===== src/logic/pwm_pkg.sv =====
// Constants of the enhanced PWM time base: register map, fields, resets.
// Assumes a 32-bit AXI4-Lite master and a 20 MHz system clock on aclk.
`default_nettype none

package pwm_pkg;
    // Byte addresses of the register words
    localparam logic [5:0] OFS_CTRL   = 6'h00;
    localparam logic [5:0] OFS_DUTY   = 6'h04;
    localparam logic [5:0] OFS_BUF    = 6'h08;
    localparam logic [5:0] OFS_PERIOD = 6'h0c;
    localparam logic [5:0] OFS_TIMER  = 6'h10;
    localparam logic [5:0] OFS_TCON   = 6'h14;
    localparam logic [5:0] OFS_FLAG   = 6'h18;
    localparam logic [5:0] OFS_DIR    = 6'h1c;
    localparam logic [5:0] OFS_STEER  = 6'h20;

    localparam logic [7:0] RST_PERIOD = 8'hff;
    localparam logic [3:0] RST_DIR    = 4'hf;
    localparam logic [3:0] RST_STEER  = 4'h1;

    localparam int TCON_RUN_BIT = 2;

    localparam logic [1:0] MMS_PWM   = 2'h3;
    localparam logic [1:0] OM_SINGLE = 2'h0;
    localparam logic [1:0] OM_FWD    = 2'h1;
    localparam logic [1:0] OM_HALF   = 2'h2;

    localparam logic [1:0] PS_SEL_1  = 2'h0;
    localparam logic [1:0] PS_SEL_4  = 2'h1;
    localparam logic [5:0] PS_LIM_1  = 6'h03;
    localparam logic [5:0] PS_LIM_4  = 6'h0f;
    localparam logic [5:0] PS_LIM_16 = 6'h3f;

    localparam logic [1:0] RESP_OKAY   = 2'h0;
    localparam logic [1:0] RESP_SLVERR = 2'h2;
endpackage : pwm_pkg

`default_nettype wire


===== src/logic/pwm_prescaler.sv =====
// Prescaler for the period timer; yields the timer tick and low bits.
// Assumes run and hold come from flops in the same aclk domain.
`default_nettype none

module pwm_prescaler #(
    parameter int CNT_WIDTH = 6
) (
    input  wire logic       aclk,
    input  wire logic       aresetn,
    input  wire logic       run,
    input  wire logic       hold,
    input  wire logic [1:0] sel,
    output logic            tick,
    output logic [1:0]      low_bits
);
    typedef struct packed {
        logic [CNT_WIDTH-1:0] cnt;
        logic                 tick;
        logic [1:0]           low;
    } pre_state_type;

    if (CNT_WIDTH < 6)
    begin : g_chk
        $error("pwm_prescaler needs CNT_WIDTH of at least 6");
    end

    pre_state_type        s;
    pre_state_type        next_s;
    logic [CNT_WIDTH-1:0] lim;

    always_comb
    begin
        next_s = s;
        case (sel)
            pwm_pkg::PS_SEL_1: lim = CNT_WIDTH'(pwm_pkg::PS_LIM_1);
            pwm_pkg::PS_SEL_4: lim = CNT_WIDTH'(pwm_pkg::PS_LIM_4);
            default:           lim = CNT_WIDTH'(pwm_pkg::PS_LIM_16);
        endcase
        if (!run)
        begin
            next_s = '0;
        end
        else if (!hold)
        begin
            // Compare with >= so a smaller ratio chosen mid-count recovers
            if (s.cnt >= lim)
                next_s.cnt = '0;
            else
                next_s.cnt = s.cnt + 1'b1;
            // Tick marks the last sub-phase so the timer steps with low wrap
            next_s.tick = (next_s.cnt == lim);
            case (sel)
                pwm_pkg::PS_SEL_1: next_s.low = next_s.cnt[1:0];
                pwm_pkg::PS_SEL_4: next_s.low = next_s.cnt[3:2];
                default:           next_s.low = next_s.cnt[5:4];
            endcase
        end
        if (!aresetn)
            next_s = '0;
    end

    always_ff @(posedge aclk)
    begin
        s <= next_s;
    end

    assign tick     = s.tick;
    // Low bits lead by one edge so the owner's output flop can clear in
    // the very cycle in which the time base reaches the duty
    assign low_bits = next_s.low;
endmodule : pwm_prescaler

`default_nettype wire


===== src/logic/pwm_timebase.sv =====
// Enhanced PWM time base with bridge steering, behind an AXI4-Lite slave.
// Assumes one aclk domain, synchronous active-low reset, and that pin
// pads combine bridge_out with bridge_out_oe outside this block.
//
// Our own choices: the AXI4-Lite slave port and the address map.
`default_nettype none

module pwm_timebase #(
    parameter int ADDR_WIDTH = 8
) (
    input  wire logic                  aclk,
    input  wire logic                  aresetn,
    input  wire logic                  sleep_mode,
    input  wire logic [ADDR_WIDTH-1:0] s_axi_awaddr,
    input  wire logic                  s_axi_awvalid,
    output logic                       s_axi_awready,
    input  wire logic [31:0]           s_axi_wdata,
    input  wire logic [3:0]            s_axi_wstrb,
    input  wire logic                  s_axi_wvalid,
    output logic                       s_axi_wready,
    output logic [1:0]                 s_axi_bresp,
    output logic                       s_axi_bvalid,
    input  wire logic                  s_axi_bready,
    input  wire logic [ADDR_WIDTH-1:0] s_axi_araddr,
    input  wire logic                  s_axi_arvalid,
    output logic                       s_axi_arready,
    output logic [31:0]                s_axi_rdata,
    output logic [1:0]                 s_axi_rresp,
    output logic                       s_axi_rvalid,
    input  wire logic                  s_axi_rready,
    output logic [3:0]                 bridge_out,
    output logic [3:0]                 bridge_out_oe,
    output logic [3:0]                 pwm_owns
);
    typedef struct packed {
        logic [7:0]            ctrl;
        logic [7:0]            duty_hi;
        logic [7:0]            duty_buf;
        logic [1:0]            duty_lat;
        logic [7:0]            pr;
        logic [7:0]            tmr;
        logic [2:0]            tcon;
        logic                  flag;
        logic [3:0]            dir;
        logic [3:0]            steer;
        logic                  started;
        logic                  level;
        logic [3:0]            out;
        logic [3:0]            oe;
        logic [3:0]            own;
        logic                  awready;
        logic                  wready;
        logic                  aw_full;
        logic                  w_full;
        logic [ADDR_WIDTH-1:0] awaddr;
        logic [7:0]            wbyte;
        logic                  wen;
        logic                  bvalid;
        logic [1:0]            bresp;
        logic                  arready;
        logic                  rvalid;
        logic [1:0]            rresp;
        logic [9:0]            rdata;
    } pwm_state_type;

    if (ADDR_WIDTH < 6)
    begin : g_chk
        $error("pwm_timebase needs ADDR_WIDTH of at least 6");
    end

    pwm_state_type s;
    pwm_state_type next_s;
    logic          tick;
    logic [1:0]    low_bits;
    logic          run;
    logic          go;
    logic          pwm_on;
    logic          boundary;
    logic          match;
    logic          mod;
    logic [3:0]    act;
    logic [3:0]    use_mask;
    logic [3:0]    pol;

    function automatic logic hit(input logic [ADDR_WIDTH-1:0] a,
                                 input logic [5:0] ofs);
        hit = (a == ADDR_WIDTH'(ofs));
    endfunction : hit

    function automatic logic mapped(input logic [ADDR_WIDTH-1:0] a);
        mapped = hit(a, pwm_pkg::OFS_CTRL) || hit(a, pwm_pkg::OFS_DUTY)
            || hit(a, pwm_pkg::OFS_BUF) || hit(a, pwm_pkg::OFS_PERIOD)
            || hit(a, pwm_pkg::OFS_TIMER) || hit(a, pwm_pkg::OFS_TCON)
            || hit(a, pwm_pkg::OFS_FLAG) || hit(a, pwm_pkg::OFS_DIR)
            || hit(a, pwm_pkg::OFS_STEER);
    endfunction : mapped

    // The system clock feeds the prescaler directly, so PWM rate tracks it
    pwm_prescaler #(
        .CNT_WIDTH (6)
    ) u_pre (
        .aclk      (aclk),
        .aresetn   (aresetn),
        .run       (run),
        .hold      (sleep_mode),
        .sel       (s.tcon[1:0]),
        .tick      (tick),
        .low_bits  (low_bits)
    );

    assign run = s.tcon[pwm_pkg::TCON_RUN_BIT];

    always_comb
    begin
        next_s = s;
        go = run && !sleep_mode;
        pwm_on = (s.ctrl[3:2] == pwm_pkg::MMS_PWM);
        boundary = go && tick && (s.tmr == s.pr);
        match = 1'b0;

        // Write address and data are taken independently
        if (s.awready && s_axi_awvalid)
        begin
            next_s.aw_full = 1'b1;
            next_s.awaddr = s_axi_awaddr;
        end
        if (s.wready && s_axi_wvalid)
        begin
            next_s.w_full = 1'b1;
            next_s.wbyte = s_axi_wdata[7:0];
            next_s.wen = s_axi_wstrb[0];
        end
        if (s.bvalid && s_axi_bready)
            next_s.bvalid = 1'b0;
        if (s.aw_full && s.w_full)
        begin
            next_s.aw_full = 1'b0;
            next_s.w_full = 1'b0;
            next_s.bvalid = 1'b1;
            next_s.bresp = mapped(s.awaddr) ? pwm_pkg::RESP_OKAY
                                            : pwm_pkg::RESP_SLVERR;
            if (s.wen)
            begin
                if (hit(s.awaddr, pwm_pkg::OFS_CTRL))
                    next_s.ctrl = s.wbyte;
                if (hit(s.awaddr, pwm_pkg::OFS_DUTY))
                    next_s.duty_hi = s.wbyte;
                if (hit(s.awaddr, pwm_pkg::OFS_PERIOD))
                    next_s.pr = s.wbyte;
                if (hit(s.awaddr, pwm_pkg::OFS_TCON))
                    next_s.tcon = s.wbyte[2:0];
                // Flag is write-one-to-clear; a same-cycle set wins below
                if (hit(s.awaddr, pwm_pkg::OFS_FLAG))
                    next_s.flag = s.flag & ~s.wbyte[0];
                if (hit(s.awaddr, pwm_pkg::OFS_DIR))
                    next_s.dir = s.wbyte[3:0];
                if (hit(s.awaddr, pwm_pkg::OFS_STEER))
                    next_s.steer = s.wbyte[3:0];
            end
        end
        next_s.awready = !next_s.aw_full && !next_s.bvalid;
        next_s.wready = !next_s.w_full && !next_s.bvalid;

        // Reads answer one cycle after the address is taken
        if (s.rvalid && s_axi_rready)
            next_s.rvalid = 1'b0;
        if (s.arready && s_axi_arvalid)
        begin
            next_s.rvalid = 1'b1;
            next_s.rresp = mapped(s_axi_araddr) ? pwm_pkg::RESP_OKAY
                                                : pwm_pkg::RESP_SLVERR;
            next_s.rdata = '0;
            if (hit(s_axi_araddr, pwm_pkg::OFS_CTRL))
                next_s.rdata[7:0] = s.ctrl;
            if (hit(s_axi_araddr, pwm_pkg::OFS_DUTY))
                next_s.rdata[7:0] = s.duty_hi;
            if (hit(s_axi_araddr, pwm_pkg::OFS_BUF))
                next_s.rdata = {s.duty_lat, s.duty_buf};
            if (hit(s_axi_araddr, pwm_pkg::OFS_PERIOD))
                next_s.rdata[7:0] = s.pr;
            if (hit(s_axi_araddr, pwm_pkg::OFS_TIMER))
                next_s.rdata[7:0] = s.tmr;
            if (hit(s_axi_araddr, pwm_pkg::OFS_TCON))
                next_s.rdata[2:0] = s.tcon;
            if (hit(s_axi_araddr, pwm_pkg::OFS_FLAG))
                next_s.rdata[0] = s.flag;
            if (hit(s_axi_araddr, pwm_pkg::OFS_DIR))
                next_s.rdata[3:0] = s.dir;
            if (hit(s_axi_araddr, pwm_pkg::OFS_STEER))
                next_s.rdata[3:0] = s.steer;
        end
        next_s.arready = !next_s.rvalid;

        // Waveform engine; sleep leaves every engine field as it was
        if (!sleep_mode)
        begin
            if (!pwm_on)
            begin
                next_s.started = 1'b0;
                next_s.level = 1'b0;
            end
            if (go && tick)
            begin
                if (boundary)
                begin
                    next_s.tmr = 8'h00;
                    next_s.flag = 1'b1;
                    next_s.duty_buf = s.duty_hi;
                    next_s.duty_lat = s.ctrl[5:4];
                    // Zero duty never raises the output
                    next_s.level = ({s.duty_hi, s.ctrl[5:4]} != 10'h000);
                    next_s.started = pwm_on;
                end
                else
                begin
                    next_s.tmr = s.tmr + 8'h01;
                end
            end
            // Compare the time base that stands after this edge, so the
            // output flop is already low while it equals the duty
            match = go && ({next_s.tmr, low_bits}
                           == {next_s.duty_buf, next_s.duty_lat});
            // A duty beyond the period never matches, so the pin holds
            if (match)
                next_s.level = 1'b0;
        end

        // Pin mapping per output mode; bits are d, c, b, a
        mod = next_s.started & next_s.level;
        case (next_s.ctrl[7:6])
            pwm_pkg::OM_SINGLE:
            begin
                act = {4{mod}};
                use_mask = next_s.steer;
            end
            pwm_pkg::OM_HALF:
            begin
                // No dead band here: B is the plain complement of A
                act = {2'b00, next_s.started & ~next_s.level, mod};
                use_mask = 4'h3;
            end
            pwm_pkg::OM_FWD:
            begin
                act = {mod, 1'b0, 1'b0, next_s.started};
                use_mask = 4'hf;
            end
            default:
            begin
                act = {1'b0, next_s.started, mod, 1'b0};
                use_mask = 4'hf;
            end
        endcase
        // Module mode bit 1 sets A and C active low, bit 0 sets B and D
        pol = {next_s.ctrl[0], next_s.ctrl[1],
               next_s.ctrl[0], next_s.ctrl[1]};
        if (next_s.ctrl[3:2] == pwm_pkg::MMS_PWM)
            next_s.own = use_mask;
        else
            next_s.own = 4'h0;
        next_s.out = (act ^ pol) & next_s.own;
        next_s.oe = next_s.own & ~next_s.dir;

        if (!aresetn)
        begin
            next_s = '0;
            next_s.pr = pwm_pkg::RST_PERIOD;
            next_s.dir = pwm_pkg::RST_DIR;
            next_s.steer = pwm_pkg::RST_STEER;
        end
    end

    always_ff @(posedge aclk)
    begin
        s <= next_s;
    end

    assign s_axi_awready = s.awready;
    assign s_axi_wready  = s.wready;
    assign s_axi_bvalid  = s.bvalid;
    assign s_axi_bresp   = s.bresp;
    assign s_axi_arready = s.arready;
    assign s_axi_rvalid  = s.rvalid;
    assign s_axi_rresp   = s.rresp;
    assign s_axi_rdata   = {22'h0, s.rdata};
    assign bridge_out    = s.out;
    assign bridge_out_oe = s.oe;
    assign pwm_owns      = s.own;
endmodule : pwm_timebase

`default_nettype wire


===== config.mk =====
export PLATFORM = sky130hd
export DESIGN_NAME = pwm_timebase
export DESIGN_NICKNAME = d
export VERILOG_FILES = /design/src/logic/pwm_pkg.sv /design/src/logic/pwm_prescaler.sv /design/src/logic/pwm_timebase.sv
export SDC_FILE = /design/constraint.sdc
export NUM_CORES = 1
export LEC_CHECK = 0
export BUFFER_PORTS_ARGS = -buffer_cell sky130_fd_sc_hd__buf_2
export CORE_UTILIZATION = 45
export DETAILED_ROUTE_END_ITERATION = 8
export PLACE_DENSITY_LB_ADDON = 0.15
export SLEW_MARGIN = 25
export SYNTH_ARGS = -nofsm -noshare
export SYNTH_HDL_FRONTEND = slang
export SYNTH_SLANG_ARGS = --single-unit

===== constraint.sdc =====
create_clock -name aclk -period 5.75 [get_ports aclk]
set_input_delay 0.2875 -clock aclk [delete_from_list [all_inputs] [get_ports aclk]]
set_output_delay 0.2875 -clock aclk [all_outputs]
set_load 0.01 [all_outputs]

## Word-level counts from Yosys, hierarchy flattened

Cells that the tools add are included.
Widths: inputs -> output; s select.

- $lt $le $gt $ge: 1
- Mux-type cells: 52
- Add/subtract/negate cells: 2
- Equality and inequality tests: 24
- Bitwise logic cells: 9
- Reduce and logical (&&, ||, !) cells: 43

Operator list:

| kind | count |
|---|---|
| $mux 8 | 9 |
| $eq 8x5->1 const B | 8 |
| $mux 10 | 4 |
| $eq 8x4->1 const B | 4 |
| $mux 16 | 2 |
| $mux 2 | 10 |
| $mux 4 | 5 |
| $mux 6 | 3 |
| $mux 9 | 2 |
| $eq 8x3->1 const B | 2 |
| $eq 8x6->1 const B | 2 |
| $logic_not 8->1 | 2 |
| $logic_or 1x1->1 | 16 |
| $mux 13 | 1 |
| $logic_and 1x1->1 | 12 |
| $pmux 4 s3 | 1 |
| $pmux 6 s2 | 1 |
| $reduce_and 3->1 | 4 |
| $eq 10x10->1 | 1 |
| $mux 1 | 10 |
| $reduce_bool 10->1 | 1 |
| $add 8x1->8 const B | 1 |
| $and 4x4->4 | 2 |
| $eq 8x8->1 | 1 |
| 15 further kinds | 27 |

- Register bits after elaboration: 115
- Output and inout port bits: 53
- Logic and storage cells: 163
- Input port bits: 60

## Longest topological paths before layout

- Word-level depth: 19
- Mapped depth: 13
- Mapped depth without buffers: 11

## Cells and area by module

Synthesis repeated with hierarchy kept, for this count alone.

- Cells, all modules: 701
- Area total of the unflattened synthesis: 6048.3 µm²

Modules (own cells, without submodules):

| module | cells an instance | sequential area each (µm²) | area an instance (µm²) | times used |
|---|---|---|---|---|
| pwm_timebase | 611 | 2082.0 | 5373.9 | 1 |
| pwm_prescaler | 90 | 180.2 | 674.4 | 1 |

## Worst setup path before layout

OpenSTA, ideal clock, no wires.

- Kind: flip-flop to flip-flop
- Start: register s[26] in the netlist's numbering
- End: register s, in the netlist bridge_out[1]
- Setup time: 0.118 ns
- Arrival time: 2.671 ns
- Required time: 5.632 ns
- Stages on the path, launching flop included: 10
- Period minus slack after synthesis: 2.790 ns
- Buffers on the path: 1
- Path slack: 2.960 ns
- Cell sequence: dfxtp_1 or4_4 nor4_4 nand2_4 mux2i_4 or2_2 buf_2 a2111o_1 a21oi_1 nor3b_2

- Word-level cells in the longest chain between the ends: 8
- Elaborated cells on any way between the ends: 17
- Classes of those cells: eq/ne (4); mux (9); bitwise (2); reduce/logical (2)

RTL lines:

| item | line | RTL |
|---|---|---|
| start: declaration | pwm_timebase.sv:71 | `pwm_state_type s;` |
| start signal: assignment | pwm_timebase.sv:274 | `s <= next_s;` |
| $logic_not 8->1 | pwm_timebase.sv:87 | `hit = (a == ADDR_WIDTH'(ofs));` |
| $mux 8 | pwm_timebase.sv:144 | `if (hit(s.awaddr, pwm_pkg::OFS_CTRL))` |
| $mux 16 | pwm_timebase.sv:142 | `if (s.wen)` |
| $mux 16 | pwm_timebase.sv:135 | `if (s.aw_full && s.w_full)` |
| $eq 2x1->1, or another cell as far along | pwm_timebase.sv:230 | `case (next_s.ctrl[7:6])` |
| $pmux 4 s3 / $pmux 4 s2 (equally long branches) | pwm_timebase.sv:230 |  |
| $xor 4x4->4 / $mux 4 (equally long branches) | pwm_timebase.sv:260, pwm_timebase.sv:256 |  |
| $and 4x4->4 * | pwm_timebase.sv:260 | `next_s.out = (act ^ pol) & next_s.own;` |

Mark *: on every way between the ends. The rest lies on a longest branch, timed or not.
A chain may end at the register's enable or synchronous reset.

## Worst setup path in the final report

- Start: register s[68] in the netlist's numbering
- End: register s, in the netlist bridge_out[0]

- Word-level cells in the longest chain between the ends: 13
- Elaborated cells on any way between the ends: 19
- Classes of those cells: add/sub (1); eq/ne (2); mux (11); bitwise (3); reduce/logical (2)

RTL lines:

| item | line | RTL |
|---|---|---|
| branches (longest 8 deep; another with $add 8x1->8) | n/a |  |
| $mux 2 * | pwm_timebase.sv:195 | `if (!sleep_mode)` |
| $and 1x1->1 | pwm_timebase.sv:229 | `mod = next_s.started & next_s.level;` |
| $pmux 4 s3 * | pwm_timebase.sv:230 |  |
| $xor 4x4->4 * | pwm_timebase.sv:260 |  |
| $and 4x4->4 * | pwm_timebase.sv:260 |  |

Every way passes the cells marked *. The select of a mux whose other input is x is not followed.

==> results.yml <==
outcome:
  status: "completed"
hold_path:
  hold_path.class: "in -> reg"
  holdPathStages: 3
logic_synthesis:
  synth-compound-area-share_pct: 17.7
  synth-async-reset-ratio_pct: 0
  synthMuxAreaShare_pct: 7.15
  ys_ff_latch: 113
  avgSynthCellArea_um2: 8.73
  synth.most_common_cell: "dfxtp_1"
  synth-seq-area-share_pct: 37.7
  synthAdderAreaFrac_pct: 1.23
  synth_xor_area_share_pct: 2.77
  synth_cell_types: 79
  ys_top_cells_by_count: "dfxtp_1, nand2_1, buf_4"
  synth_top_family_by_area: "simple AND/OR/NAND/NOR gates"
  synth_ff_type: "dfxtp_1"
  synth_area_leaders: "dfxtp_1, buf_4, nand2_1"
  syn_inst: 687
  yosys.area.top_type_share_pct: 37.7
  synth-simple-area-share_pct: 24.5
  synth.cell_area_mm2: 0.00600
  synth_edf_count: 0
  yosysTopAreaCell: "dfxtp_1"
  yosys_warnings: 0
global_routing:
  antenna_found_initial: 0
  grt_pass1_wl_um: 24000
  grt_pass1_vias: 4692
  track_usage_pct: 22.1
  globalRouteOverflowTotal: 0
  grt_max_degree: 95
cts:
  clk_pin_slew_ns: 0.05
  ctsHoldBuffers: 0
  htreeDepth: 4
  clockBufferDepth: 2
  ctsRootBufferMaster: "clkbuf_16"
  cts_sinks: 113
  post-cts-setup-buffer-count: 0
  cts_tree: "yes"
  insertion_delay_ns: 0.41
  ctsResizeCount: 0
  cts_made_buffers: 17
floorplanning:
  initial_core_util_pct: 46.8
  die_h_um: 117
  die_w_um: 117
  rows: 41
  core_mm2: 0.0128
  die_area_mm2: 0.0138
  ios: 113
drt:
  drc: 0
  wire_per_inst_um: 16.3
  routed_wl_um: 14600
  firstDrtPassIters: 6
  avgViaCountPerCell: 5.51
  ant_nets: 0
  dr_total_vias: 4931
  drt_iter0_drc: 419
run:
  max_cap_violations: 0
worst_setup_path:
  start_kind: "flop"
  r2r-end: "bridge_out[0]"
  critical_path_required_ns: 6.10
  r2r_slack_ns: 2.08
  cp_top_family: "simple AND/OR/NAND/NOR gates"
  critPathCaptureType: "flop"
  crit_type: "reg -> reg"
  cp_slowest_stage_delay_ns: 0.77
  path_max_fanout: 10
  endpoint: "bridge_out[0]"
  cp_num_cells: 9
  worstSetupStartpoint: "s[68]"
  cp_data_arrival_time_ns: 4.02
  crit_chain: "xnor2_1, nand4_2, nor3_2, mux2i_1, or3b_2, a2111oi_4, o211ai_2, a311oi_1, a41o_1"
  slowest_stage: "nor3_2"
  rr_startpoint: "s[68]"
  rr_worst_depth: 9
  worst-path-buf-inv: 0
sta:
  fin_worst_skew_ns: 0.00839
  setup_viol: 0
  slew_viol_final: 0
  fin_crit_ns: 3.67
  max_slew_margin_pct: 40.1
  finalHoldWorstSlack_ns: 0.127
  tns_ns: 0
  max_freq_ghz: 0.272
  rsz0062_at_grt: "false"
  finalHoldViolCount: 0
  timing.final.crit_share_pct: 63.8
  worstMarginPinSlew_ns: 0.894
power_and_ir_drop:
  powerDensity_mw_per_mm2: 278
  p_comb_share_pct: 4.7
  pwr-share-seq_pct: 43.7
  p_switching_uw: 430
  internal_power_mw: 1.43
  p_leak_nw: 2.65
  switching_share_pct: 23.1
  vdd_ir_drop_max_mv: 0.218
  p_total_mw: 1.86
  clkPwrFrac_pct: 51.6
finish:
  drive_above_1_share_pct: 17.3
  syn_to_final_growth_pct: 11.3
  insertedDiodeCount: 0
  final_core_util_pct: 52.1
  nNetsFinal: 777
  fillerInstances: 1215
placed_design:
  gp_congestion: 0.827
  numPortBuffers: 61
  hpwl_um: 10400
-- tightest hold or removal path, cell delays in order --
cell and delay, ns:
buf_2 0.09, nand2_1 0.04, a21boi_0 0.06
-- state kept, by name (all words and copies together) (netlist names) --
register       flops
s_axi_arready      1
s                 74
pwm_owns           4
s_axi_bresp        1
s_axi_rresp        1
u_pre.tick         1
s_axi_wready       1
bridge_out_oe      4
s_axi_bvalid       1
run                1
u_pre.s            8
bridge_out         4
s_axi_awready      1
s_axi_rvalid       1
s_axi_rdata       10
-- cells by family (layout without fill, tap and decap cells) --
logic type | Yosys count | in the layout
compound gates | 141 | 141
xor+xnor | 19 | 19
fa+ha+maj | 6 | 6
buf+inv | 89 | 102
flops | 113 | 113
mux | 40 | 40
other cells | 1 | 24
simple gates | 278 | 278
-- final cells by class --
cell class	instances	area (µm²)	area share [%]
repair buffers	65	335	5.02
inverters	7	26.3	0.393
clock inverters	10	90.1	1.35
well taps	172	215	3.22
clock buffers	20	447	6.69
multi-input cells	508	3300	49.5
flip-flops and latches	113	2260	33.9
-- per-layer routing --
layer  vias to the layer above  routed length [µm]  track usage, %
met2                       180                6710            34.7
met4                         0                 310            9.38
li1                       2413                   -               -
met1                      2316                6580            28.9
met3                        22                 966            5.47
met5                         -                   0               0
-- how the worst min path moves through the flow --
stage                          startpoint              to  slack [ns]
after floorplan            s_axi_wstrb[0]           s[17]        0.43
after global placement     s_axi_rdata[8]  s_axi_rdata[8]        0.45
after detailed placement            s[33]           s[33]        0.46
after CTS                 s_axi_awaddr[2]           s[28]        0.12
after global routing       s_axi_wstrb[0]           s[17]        0.13
final                     s_axi_awaddr[2]           s[28]        0.13
-- power groups by stage --
stage                     clock (mW)  combinational (mW)  sequential, mW
final                          0.959              0.0872           0.811
after global routing            1.01              0.0970           0.813
after CTS                      0.972              0.0875           0.811
after detailed placement           0              0.0874           0.827
after global placement             0              0.0859           0.827
after floorplan                    0              0.0739           0.823
-- per-stage QoR --
stage                     worst slack (ns)  area, µm²  cells
after CTS                             2.08       6670    895
after floorplan                       2.96       6080    710
after global routing                  1.83       6680    895
after detailed placement              2.05       6140    865
final                                 2.08       6680    895
after global placement                2.16       6130    865
-- cell usage in the layout (no fill, tap or decap), types with 6 or more instances in the layout --
master and n:
nor2b_1 34, nand2_1 98, nand3_1 15, xnor2_1 14, o21ai_0 16, a22oi_1 8, inv_1 7, nor2_1 33
nand4_1 6, nand2b_1 12, a31oi_1 8, a21oi_1 27, and3_1 7, mux2i_1 35, and2_1 14, clkbuf_16 17
a222oi_1 8, conb_1 24, a21boi_0 35, buf_2 61, nor3_1 17, dfxtp_1 113
(Power assumes the default switching activity.)
